**src/hw/uart_mcls_pkg.sv**
```systemverilog
// constants for the modem-control and line-status block
// assumes a 32-bit AHB-Lite fabric and a 16x baud tick from the divisor
package uart_mcls_pkg;
    // register byte addresses
    localparam logic [31:0] MODEM_CONTROL_ADDR = 32'h50001110;
    localparam logic [31:0] LINE_STATUS_ADDR   = 32'h50001114;

    // modem_control field positions
    localparam int USER_OUTPUT_ONE_POS  = 2;
    localparam int RTS_POS              = 1;
    localparam int USER_OUTPUT_TWO_POS  = 3;
    localparam int LOOPBACK_POS         = 4;
    localparam int AUTO_FLOW_POS        = 5;
    localparam int INFRARED_POS         = 6;
    localparam logic [15:0] MODEM_CONTROL_MASK = 16'h007e;

    // line_status field positions
    localparam int BREAK_POS            = 4;
    localparam int HOLDING_EMPTY_POS    = 5;
    localparam int TX_EMPTY_POS         = 6;
    localparam int RX_FIFO_ERROR_POS    = 7;

    // reset values
    localparam logic [5:0] MODEM_CONTROL_RST = 6'h00;
    localparam logic       TX_EMPTY_RST      = 1'h1;
    localparam logic       HOLDING_EMPTY_RST = 1'h1;
    localparam logic       RX_FIFO_ERROR_RST = 1'h0;
    localparam logic       BREAK_RST         = 1'h0;

    // break timing: oversample ticks per bit
    localparam logic [3:0] TICKS_PER_BIT_M1  = 4'hf;
    localparam int         ERR_COUNT_W       = 5;

    // ahb encodings
    localparam logic [1:0] HTRANS_NONSEQ = 2'h2;
    localparam logic [1:0] HTRANS_SEQ    = 2'h3;
    localparam logic       HRESP_OKAY    = 1'h0;
endpackage

```
**src/hw/uart_modem_ctrl_line_status.sv**
```systemverilog
// modem-control outputs, loopback routing and upper line-status flags
// assumes tx/rx datapath, fifos and divisor live outside and feed status in
//
// Register access over AHB-Lite was chosen for this implementation.
`timescale 1ns/100ps

// Overview of operation
// - plain loopback: serial out high, tx to rx
// - interrupts keep working during loopback
// - loopback swaps cts, ring and dcd inputs for modem outputs, dsr inactive
// - infrared loopback: ir out low, inverted feed
// - user output two pin inverted, high in loopback
// - user output one pin inverted, high in loopback
// - rts bit drives request pin inverted
// - auto flow forces request high above trigger
// - loopback holds request pin high
// - fifo error flag while errored character stored
// - status read clears only last head error
// - transmitter empty when shift and fifo empty, or shift and holding without fifos
// - holding empty sets on load without write
// - threshold mode shows fifo full, threshold irq
// - plain break: line low over character time
// - infrared break: pulsed low over character time
// - break yields one zero character, marked
// - non-fifo break immediate, cleared by status read
// - reset values of flags and control bits
// - infrared bit selects infrared mode
// - auto flow only with fifos and bit
module uart_modem_ctrl_line_status
    import uart_mcls_pkg::*;
(
    input  wire logic        ref_clk,
    input  wire logic        reset_n,
    // ahb-lite slave
    input  wire logic        hsel,
    input  wire logic [31:0] haddr,
    input  wire logic [1:0]  htrans,
    input  wire logic        hwrite,
    input  wire logic [2:0]  hsize,
    input  wire logic [31:0] hwdata,
    input  wire logic        hready,
    output logic      [31:0] hrdata,
    output logic             hreadyout,
    output logic             hresp,
    // serial pins
    input  wire logic        serialIn,
    output logic             serialOut,
    input  wire logic        infraredInN,
    output logic             infraredOutN,
    // modem pins, active low
    input  wire logic        ctsPinN,
    input  wire logic        dsrPinN,
    input  wire logic        dcdPinN,
    input  wire logic        ring_indicator_pin,
    output logic             rtsPinN,
    output logic             user_output_one_pin,
    output logic             user_output_two_pin,
    // from the uart core
    input  wire logic        txSerial,
    input  wire logic        infraredTxN,
    input  wire logic        baudTick,
    input  wire logic [3:0]  charBits,
    input  wire logic        fifoEnable,
    input  wire logic        thresholdMode,
    input  wire logic        threIntEnable,
    input  wire logic        rxAboveTrigger,
    input  wire logic        rxPush,
    input  wire logic        rxPushError,
    input  wire logic        rxPop,
    input  wire logic        rxHeadError,
    input  wire logic        rxHeadBreak,
    input  wire logic        txFifoEmpty,
    input  wire logic        txFifoFull,
    input  wire logic        txFifoBelowThreshold,
    input  wire logic        txShiftEmpty,
    input  wire logic        txLoad,
    input  wire logic        holdingWrite,
    // to the uart core
    output logic             rxSerialInt,
    output logic             infraredRxInt,
    output logic             ctsActive,
    output logic             dsrActive,
    output logic             ringActive,
    output logic             dcdActive,
    output logic             autoFlowActive,
    output logic             breakChar,
    output logic             threIrq
);

    // control and status flops
    logic [5:0]             modemCtl_r;
    logic                   txEmpty_r;
    logic                   holdingEmpty_r;
    logic                   rxFifoError_r;
    logic                   breakFlag_r;
    logic [ERR_COUNT_W-1:0] errCount_r;
    logic [ERR_COUNT_W-1:0] errCount_nxt;
    logic [3:0]             tickCnt_r;
    logic [3:0]             lowBits_r;
    logic                   bitLow_r;
    logic                   breakSeen_r;
    logic                   wrPend_r;
    logic [31:0]            wrAddr_r;
    logic [31:0]            rdData_r;

    // control fields, shifted down by one (bit 0 reserved)
    wire rtsBit          = modemCtl_r[RTS_POS-1];
    wire user_output_one_bit = modemCtl_r[USER_OUTPUT_ONE_POS-1];
    wire user_output_two_bit = modemCtl_r[USER_OUTPUT_TWO_POS-1];
    wire loopback_bit    = modemCtl_r[LOOPBACK_POS-1];
    wire auto_flow_enable_bit = modemCtl_r[AUTO_FLOW_POS-1];
    wire infrared_enable_bit  = modemCtl_r[INFRARED_POS-1];

    // ahb decode
    wire        busValid  = hsel && hready && (htrans == HTRANS_NONSEQ || htrans == HTRANS_SEQ);
    wire        busRead   = busValid && !hwrite;
    wire        busWrite  = busValid && hwrite;
    wire        selMcr    = (haddr == MODEM_CONTROL_ADDR);
    wire        selLsr    = (haddr == LINE_STATUS_ADDR);
    wire        lsrRead   = busRead && selLsr;
    wire        mcrWrite  = wrPend_r && (wrAddr_r == MODEM_CONTROL_ADDR);

    // loopback and mode routing
    wire loopPlain = loopback_bit && !infrared_enable_bit;
    wire loopIr    = loopback_bit && infrared_enable_bit;
    // interrupt paths are never gated by loopback, so they work unchanged
    assign rxSerialInt   = loopback_bit ? txSerial : serialIn;
    assign serialOut     = loopPlain ? 1'h1 : txSerial;
    assign infraredOutN  = loopIr ? 1'h0 : infraredTxN;
    assign infraredRxInt = loopIr ? ~txSerial : infraredInN;

    // modem inputs, active high; dtr has no bit here so dsr loops inactive
    assign ctsActive  = loopback_bit ? rtsBit : ~ctsPinN;
    assign dsrActive  = loopback_bit ? 1'h0 : ~dsrPinN;
    assign ringActive = loopback_bit ? user_output_one_bit : ~ring_indicator_pin;
    assign dcdActive  = loopback_bit ? user_output_two_bit : ~dcdPinN;

    // modem outputs
    assign autoFlowActive = auto_flow_enable_bit && fifoEnable;
    wire   rtsAsserted    = rtsBit && !(autoFlowActive && rxAboveTrigger);
    assign rtsPinN        = loopback_bit ? 1'h1 : ~rtsAsserted;
    assign user_output_one_pin = loopback_bit ? 1'h1 : ~user_output_one_bit;
    assign user_output_two_pin = loopback_bit ? 1'h1 : ~user_output_two_bit;

    // transmit status
    wire txEmptyNow  = fifoEnable ? (txFifoEmpty && txShiftEmpty)
                                  : (holdingEmpty_r && txShiftEmpty);
    wire fifoThre    = thresholdMode && fifoEnable;
    wire holding_empty_flag = fifoThre ? txFifoFull : holdingEmpty_r;
    assign threIrq   = threIntEnable && (fifoThre ? txFifoBelowThreshold
                                                  : holdingEmpty_r);

    // receive fifo error bookkeeping: count errored entries stored
    wire errIn  = rxPush && rxPushError;
    wire errOut = rxPop && rxHeadError;
    always_comb begin
        errCount_nxt = errCount_r;
        if (!fifoEnable) begin
            errCount_nxt = '0;
        end else if (errIn && !errOut) begin
            errCount_nxt = errCount_r + 1'b1;
        end else if (errOut && !errIn && errCount_r != '0) begin
            errCount_nxt = errCount_r - 1'b1;
        end
    end
    // head error with none behind it is the only clearable case
    wire rfeClear = lsrRead && rxHeadError && (errCount_r <= 1);
    wire rfeSet   = fifoEnable && errIn;

    // break detection on the selected line, counted in whole bit times
    wire lineLevel = infrared_enable_bit ? infraredRxInt : rxSerialInt;
    wire bitEnd    = baudTick && (tickCnt_r == TICKS_PER_BIT_M1);
    // plain: low for the whole bit; infrared: at least one low pulse per bit
    wire bitWasLow = infrared_enable_bit ? (bitLow_r || !lineLevel)
                                         : (bitLow_r && !lineLevel);
    wire breakHit  = bitEnd && bitWasLow && (lowBits_r >= charBits) && !breakSeen_r;
    wire lineIdle  = !infrared_enable_bit && lineLevel;
    wire breakSet  = fifoEnable ? (rxHeadBreak && rxPop) : breakHit;

    always_ff @(posedge ref_clk or negedge reset_n) begin
        if (!reset_n) begin
            tickCnt_r   <= 4'h0;
            bitLow_r    <= 1'h1;
            lowBits_r   <= 4'h0;
            breakSeen_r <= 1'h0;
        end else begin
            if (baudTick) begin
                tickCnt_r <= tickCnt_r + 4'h1;
            end
            if (bitEnd) begin
                bitLow_r <= !infrared_enable_bit;
                if (!bitWasLow) begin
                    lowBits_r   <= 4'h0;
                    breakSeen_r <= 1'h0;
                end else if (lowBits_r != 4'hf) begin
                    lowBits_r <= lowBits_r + 4'h1;
                end
            end else if (baudTick) begin
                bitLow_r <= bitWasLow;
            end
            if (lineIdle) begin
                breakSeen_r <= 1'h0;
            end else if (breakHit) begin
                breakSeen_r <= 1'h1;
            end
        end
    end
    assign breakChar = breakHit;

    // status and control registers
    always_ff @(posedge ref_clk or negedge reset_n) begin
        if (!reset_n) begin
            modemCtl_r     <= MODEM_CONTROL_RST;
            txEmpty_r      <= TX_EMPTY_RST;
            holdingEmpty_r <= HOLDING_EMPTY_RST;
            rxFifoError_r  <= RX_FIFO_ERROR_RST;
            breakFlag_r    <= BREAK_RST;
            errCount_r     <= '0;
        end else begin
            if (mcrWrite) begin
                modemCtl_r <= hwdata[6:1];
            end
            txEmpty_r  <= txEmptyNow;
            errCount_r <= errCount_nxt;
            // a write in the same cycle keeps the holding register full
            if (holdingWrite) begin
                holdingEmpty_r <= 1'h0;
            end else if (txLoad) begin
                holdingEmpty_r <= 1'h1;
            end
            if (rfeSet) begin
                rxFifoError_r <= 1'h1;
            end else if (rfeClear || !fifoEnable) begin
                rxFifoError_r <= 1'h0;
            end
            if (breakSet) begin
                breakFlag_r <= 1'h1;
            end else if (lsrRead) begin
                breakFlag_r <= 1'h0;
            end
        end
    end

    // line status image, reserved bits zero
    wire [31:0] lsrImage = {24'h000000, rxFifoError_r, txEmpty_r, holding_empty_flag,
                            breakFlag_r, 4'h0};
    wire [31:0] mcrImage = {25'h0000000, modemCtl_r, 1'h0};
    wire [31:0] rdMux    = selMcr ? mcrImage : (selLsr ? lsrImage : 32'h00000000);

    // zero-wait slave: read data registered at the address phase
    always_ff @(posedge ref_clk or negedge reset_n) begin
        if (!reset_n) begin
            wrPend_r <= 1'h0;
            wrAddr_r <= 32'h00000000;
            rdData_r <= 32'h00000000;
        end else begin
            wrPend_r <= busWrite;
            if (busWrite) begin
                wrAddr_r <= haddr;
            end
            if (busRead) begin
                rdData_r <= rdMux;
            end
        end
    end
    assign hrdata    = rdData_r;
    assign hreadyout = 1'h1;
    assign hresp     = HRESP_OKAY;

    // checks
    property p_plain_loop;
        @(posedge ref_clk) disable iff (!reset_n)
        loopPlain |-> (serialOut == 1'h1) && (rxSerialInt == txSerial);
    endproperty
    a_plain_loop: assert property (p_plain_loop) else $error("plain loopback routing wrong");

    property p_ir_loop;
        @(posedge ref_clk) disable iff (!reset_n)
        loopIr |-> !infraredOutN && (infraredRxInt == !txSerial);
    endproperty
    a_ir_loop: assert property (p_ir_loop) else $error("infrared loopback routing wrong");

    property p_modem_loop;
        @(posedge ref_clk) disable iff (!reset_n)
        loopback_bit |-> ctsActive == rtsBit && ringActive == user_output_one_bit
                         && dcdActive == user_output_two_bit;
    endproperty
    a_modem_loop: assert property (p_modem_loop) else $error("modem inputs not looped");

    property p_pins_loop;
        @(posedge ref_clk) disable iff (!reset_n)
        loopback_bit |-> rtsPinN && user_output_one_pin && user_output_two_pin;
    endproperty
    a_pins_loop: assert property (p_pins_loop) else $error("modem pins not held high");

    property p_out_two;
        @(posedge ref_clk) disable iff (!reset_n)
        !loopback_bit |-> user_output_two_pin == !modemCtl_r[USER_OUTPUT_TWO_POS-1];
    endproperty
    a_out_two: assert property (p_out_two) else $error("user output two pin wrong");

    property p_flow_gate;
        @(posedge ref_clk) disable iff (!reset_n)
        !loopback_bit && fifoEnable && auto_flow_enable_bit && rxAboveTrigger |-> rtsPinN;
    endproperty
    a_flow_gate: assert property (p_flow_gate) else $error("rts not forced high");

    property p_mcr_write;
        @(posedge ref_clk) disable iff (!reset_n)
        mcrWrite |=> modemCtl_r == $past(hwdata[6:1]);
    endproperty
    a_mcr_write: assert property (p_mcr_write) else $error("modem control write lost");

    property p_break_read;
        @(posedge ref_clk) disable iff (!reset_n)
        lsrRead && !breakSet |=> !breakFlag_r;
    endproperty
    a_break_read: assert property (p_break_read) else $error("break not cleared by read");

    property p_break_now;
        @(posedge ref_clk) disable iff (!reset_n)
        !fifoEnable && breakHit |=> breakFlag_r;
    endproperty
    a_break_now: assert property (p_break_now) else $error("break flag late");

    property p_rfe_set;
        @(posedge ref_clk) disable iff (!reset_n)
        fifoEnable && rxPush && rxPushError |=> rxFifoError_r;
    endproperty
    a_rfe_set: assert property (p_rfe_set) else $error("fifo error flag not set");

    property p_holding;
        @(posedge ref_clk) disable iff (!reset_n)
        txLoad && !holdingWrite |=> holdingEmpty_r ##1 (holdingEmpty_r || $past(holdingWrite));
    endproperty
    a_holding: assert property (p_holding) else $error("holding empty not set");
endmodule
```
**config.mk**
```make
export PLATFORM = sky130hd
export DESIGN_NAME = uart_modem_ctrl_line_status
export DESIGN_NICKNAME = d
export VERILOG_FILES = /design/src/hw/uart_mcls_pkg.sv /design/src/hw/uart_modem_ctrl_line_status.sv
export SDC_FILE = /design/constraint.sdc
export NUM_CORES = 1
export LEC_CHECK = 0
export ABC_AREA = 1
export BUFFER_PORTS_ARGS = -buffer_cell sky130_fd_sc_hd__buf_2
export CAP_MARGIN = 5
export CORE_ASPECT_RATIO = 0.9
export CORE_MARGIN = 2
export CORE_UTILIZATION = 48
export DETAILED_ROUTE_END_ITERATION = 10
export PLACE_DENSITY = 0.8
export SLEW_MARGIN = 10
export SYNTH_ARGS = -nofsm -noshare
export SYNTH_HDL_FRONTEND = slang
export SYNTH_SLANG_ARGS = --single-unit
```
**constraint.sdc**
```tcl
create_clock -name ref_clk -period 1.95 [get_ports ref_clk]
set_input_delay 0.2925 -clock ref_clk [delete_from_list [all_inputs] [get_ports ref_clk]]
set_output_delay 0.2925 -clock ref_clk [all_outputs]
set_load 0.005 [all_outputs]
```
== Word-level counts from Yosys, hierarchy flattened ==
Index checks and enable logic that the tools add are counted.
Cells by class
  $add $sub $neg: 4
  $lt $le $gt $ge: 2
  equal/unequal tests: 10
  mux-type cells: 36
  bitwise operators: 8
  reductions and logical operators: 49
Operators by type and width (number)
  32-bit by 31-bit == test with 1-bit output (second input constant): 3
  1-bit logical AND: 30
  1-bit 2-to-1 mux: 29
  8-bit 2-to-1 mux: 2
  5-bit 2-to-1 mux: 3
  4-bit by 1-bit adder with 4-bit output (second input constant): 2
  1-bit logical NOT: 8
  4-bit 2-to-1 mux: 2
  1-bit inverter: 8
  2-bit nonzero test: 4
  3-bit by 1-bit inequality test with 1-bit output (second input constant): 2
  5-bit by 1-bit adder with 5-bit output (second input constant): 1
  5-bit by 1-bit less-or-equal comparator with 1-bit output (second input constant): 1
  5-bit nonzero test: 1
  5-bit by 1-bit subtractor with 5-bit output (second input constant): 1
  2-bit == test (second input constant): 2
  4-bit == test (second input constant): 1
  4-bit greater-or-equal comparator: 1
  4-bit inequality test (second input constant): 1
  2-bit AND reduction: 2
  1-bit logical OR: 3
  3-bit nonzero test: 1
  2-bit by 1-bit inequality test with 1-bit output (second input constant): 1
Word-level totals
  flip-flop bits (word level): 90
  input port bits: 102
  output and inout bits: 48
  word-level logic and storage cells: 122

== Depth between registers and ports, before layout ==
  depth in word-level cells: 11
  gate-level depth with buffers: 10
  mapped depth without buffers: 10

== Worst setup path before layout ==
Ideal clock, no wire load.
  kind: reg-to-output
  from: register lowBits_r[2]
  to: output port breakChar
  data arrival time: 1083 ps
  required time: 1657 ps
  path slack: 575 ps
  stages on the path, launching flop included: 7
  buffers on the path: 0
  cells stage by stage: dfrtp_1 > ha_1 > nand2_1 > o21bai_1 > nand3_1 > nand3_1 > inv_1
On the way
  longest elaborated chain between the ends: 3
RTL lines
  start: declaration: RTL line uart_modem_ctrl_line_status.sv:99  | logic [3:0] lowBits_r;
  start signal: assignment: RTL line uart_modem_ctrl_line_status.sv:196  | lowBits_r <= lowBits_r + 4'h1;
  4-bit greater-or-equal comparator: RTL line uart_modem_ctrl_line_status.sv:176  | wire breakHit = bitEnd && bitWasLow && (lowBits_r >= charBits) && !breakSeen_r;
  1-bit logical AND (2 in series): RTL line uart_modem_ctrl_line_status.sv:176
  end: declaration: RTL line uart_modem_ctrl_line_status.sv:86  | output logic breakChar,
Every way passes these cells.

== Worst setup path after layout ==
  from: register tickCnt_r[0]
  to: output port breakChar
On the way
  longest elaborated chain between the ends: 5
RTL lines
  start: declaration: RTL line uart_modem_ctrl_line_status.sv:98  | logic [3:0] tickCnt_r;
  start signal: assignment: RTL line uart_modem_ctrl_line_status.sv:188  | tickCnt_r <= tickCnt_r + 4'h1;
  4-bit == test: RTL line uart_modem_ctrl_line_status.sv:172  | wire bitEnd = baudTick && (tickCnt_r == TICKS_PER_BIT_M1);
  1-bit logical AND: RTL line uart_modem_ctrl_line_status.sv:172
  1-bit logical AND (3 in series): RTL line uart_modem_ctrl_line_status.sv:176
Every way passes these cells.

==> metrics.md <==
| Metric | Value |
|---|---|
| Syn Std Cell Area | 3510 µm² |
| WP data arrival | 1590 ps |
| WP data required | 1660 ps |
| I/O Buffers | 92 |
| Hold_ws | 75.5 ps |
| Initial DRC Count | 147 |
| CORE AREA | 7080 µm² |
| Critical path cell sequence | ha_2 -> nand3_2 -> nor2_4 -> inv_2 -> nor2_1 -> nand3_2 -> inv_2 -> buf_6 |
| Grt ovf | 0 |
| Clock Path Buffers | 2 |
| Combinational family with the most area after synthesis | simple AND/OR/NAND/NOR gates |
| CTS buffer count | 9 |
| Adder-Cell Fraction of Synth Area | 0.0356 |
| Clock Sinks | 65 |
| GP Congestion | 0.841 |
| Die Height | 85.1 µm |
| Max VDD drop | 0.000458 V |
| Pwr Total | 3.92 mW |
| WL met3 | 581 µm |
| Post-Synth Simple-Gate Area | 0.310 |
| Initial Util | 0.496 |
| Rows | 29 |
| # nets final | 668 |
| Highest Signal Layer | met4 |
| Final Hold Viols | 0 |
| Distinct cell type count after synthesis | 35 |
| Mux cell area share after synthesis | 0 |
| Worst slew margin | 0.395 |
| Layout area overhead | 23.0% |
| Root buf cell | clkbuf_8 |
| Slowest-stage cell, CP | dfrtp_1 |
| Startpoint types | flop |
| Die width | 94.2 µm |
| Met1 Routed Length | 3640 µm |
| First-pass GRT wire length | 13300 µm |
| Share of the synthesized area in the top cell type | 0.442 |
| GRT Total Usage | 0.209 |
| Worst skew pair latency | 330 ps |
| WL final | 8180 µm |
| Unrepaired setup endpoints after global routing | true |
| DIE AREA | 8020 µm² |
| Number of routed nets with antenna violations | 0 |
| Max Clk Rate | 531 MHz |
| PnR worst setup slack | 67.8 ps |
| Fill cells | 650 |
| Leading area contributor after synthesis | dfrtp_1 |
| Largest stage delay on the critical path | 370 ps |
| CTS clk-pin slew, worst paths | 70 ps |
| Slew @ Worst Pin | 907 ps |
| Setup TNS | 0 ps |
| Crit Path Category | flop to output port |
| Pwr per Cell Area | 908 nW/µm² |
| Share of layout cells above drive strength 1 | 0.253 |
| Avg Cell Area, Syn | 7.80 µm² |
| Setup Viol. Count Final | 0 |
| CTS tree | built |
| CP Max Fanout | 4 |
| Met2 wire len | 3820 µm |
| Synth warn | 0 |
| Initial antenna violation count | 1 |
| Post-DR vias/cell | 4.85 |
| Top cells by area, synth | dfrtp_1 (44%), nand2_1 (16%), buf_4 (5.8%) |
| MaxCap Viol Count | 0 |
| ANT cells | 0 |
| LEAKAGE | 2.37 nW |
| Wirelength per Cell | 12.5 µm |
| Sequential area share after synthesis | 0.464 |
| Period minus WS final | 1880 ps |
| Synth Area in XOR/XNOR | 0.0150 |
| Final period utilization | 0.965 |
| Cells after Synth | 450 |
| Dpl ws | 285 ps |
| Post-synthesis register bit count | 65 |
| Vias after detailed routing | 3170 |
| I/O Pins | 150 |
| Final core occ | 0.610 |
| Clock Skews | 8.87 ps |
| DR pass1 iterations | 4 |
| Largest net degree at the start of global routing | 34 |
| Status | complete, no violations |
| Number of global-route vias before repair | 3014 |
| DP Wirelength | 6190 µm |
| Max-slew violation count | 0 |
| Crit. End Element | output port |
| H-tree levels | 3 |
| Worst Hold Class | input port to flop |
| Detailed-route DRC error count | 0 |
| Compound-Gate Fraction of Synth Area | 0.0634 |
## flip-flops by register name, indices dropped and copies added, names as in the netlist
signal          count
breakFlag_r         1
hrdata              7
wrPend_r            1
breakSeen_r         1
bitLow_r            1
rxFifoError_r       1
lowBits_r           4
holdingEmpty_r      1
tickCnt_r           4
errCount_r          5
wrAddr_r           32
modemCtl_r          6
txEmpty_r           1
## cells by family (layout without fill, tap and decap cells)
group	Yosys count	count (layout)
AO/OA/AOI/OAI	41	41
XOR/XNOR	6	6
adder cells (fa/ha/maj)	10	10
buffers and inverters	75	161
flip-flops	65	65
other	2	27
AND/OR/NAND/NOR	251	251
## final timing paths
path                                          startpoint                    endpoint  slack (ps)  cells after the start
worst min register to register  wrAddr_r[16]$_DFFE_PN0P_    wrAddr_r[16]$_DFFE_PN0P_         470                      2
max in group asynchronous                        reset_n    wrAddr_r[14]$_DFFE_PN0P_         810                      3
worst max register to register  wrAddr_r[17]$_DFFE_PN0P_   modemCtl_r[2]$_DFFE_PN0P_         360                      7
min in group asynchronous                        reset_n   modemCtl_r[0]$_DFFE_PN0P_         480                      2
worst max-delay path            tickCnt_r[0]$_DFFE_PN0P_                   breakChar          70                      8
worst min-delay path                        holdingWrite  holdingEmpty_r$_DFFE_PN1P_          80                      2
## routing by layer
layer  global-route usage  up-vias
met1                0.276     1449
met4               0.0791        0
met5                    0        -
met2                0.344      121
met3               0.0373       12
li1                     -     1588
## per-stage QoR
stage               area (µm²)  cells
floorplan                 3600    475
global placement          3990    629
detailed placement        3990    629
CTS                       4250    650
global route              4320    654
finish                    4320    654
## worst max-delay path: cells and delay by family, from the launching register on
| kind | cells | cell delay [ps] |
|---|---|---|
| and+or+nand+nor | 4 | 460 |
| DFF | 1 | 370 |
| buffers and inverters | 3 | 220 |
| adders and majority gates | 1 | 200 |
## cells in the final DEF, fill, tap and decap left out, types with 5 or more instances in the layout
master    netlist  routed
a21oi_1         5       5
buf_2           1      91
buf_4          27      11
clkbuf_8        0       9
clkinv_2        0       5
conb_1          2      27
dfrtp_1        62      61
ha_1           10       7
inv_1          39      37
nand2_1       148     146
nand3_1        36      34
nand4_1        10      10
nor2_1         39      39
o21ai_0        28      28
xor2_1          5       5
## power breakdown
part | internal [mW] | leakage [nW] | switching (mW)
sequential | 1.60 | 0.795 | 0.173
combinational | 0.427 | 1.46 | 0.514
clock | 0.708 | 0.113 | 0.502
## synth_stat cells
cell / count
o21ai_1: 1
conb_1: 2
buf_4: 27
nand4_2: 1
or2_0: 1
a21boi_0: 2
nor2_4: 1
nand2_1: 148
xor2_1: 5
dfrtp_1: 62
nor4_1: 1
or2_1: 1
nand3b_1: 1
xnor2_1: 1
nand3_1: 36
or2_4: 1
inv_1: 39
ha_1: 10
nor2_1: 39
o21a_1: 1
clkbuf_1: 7
nand4_1: 10
and2_1: 1
nand2_4: 1
buf_2: 1
o211ai_1: 3
nor3b_1: 1
inv_2: 1
nor2_2: 3
nor4_4: 1
a21oi_1: 5
nor3_1: 4
o21ai_0: 28
dfstp_2: 3
o21bai_1: 1
## cell type report
| type | count | area [µm²] | area share |
|---|---|---|---|
| Sequential cell | 65 | 1630 | 0.378 |
| Inverter | 40 | 150 | 0.0348 |
| Clock inverter | 7 | 85.1 | 0.0197 |
| Clock buffer | 9 | 124 | 0.0287 |
| Tap cell | 93 | 116 | 0.0269 |
| Timing Repair Buffer | 105 | 579 | 0.134 |
| Multi-Input combinational cell | 335 | 1630 | 0.378 |
## repair_timing
item	CTS	global route
hold endpoints to repair	21	0
hold buffers	1	0
pin swaps	0	6
buffers inserted	4	4
setup endpoints to repair	1	1
resized for setup	3	8
Note: power is estimated with default switching activity, not from simulation.
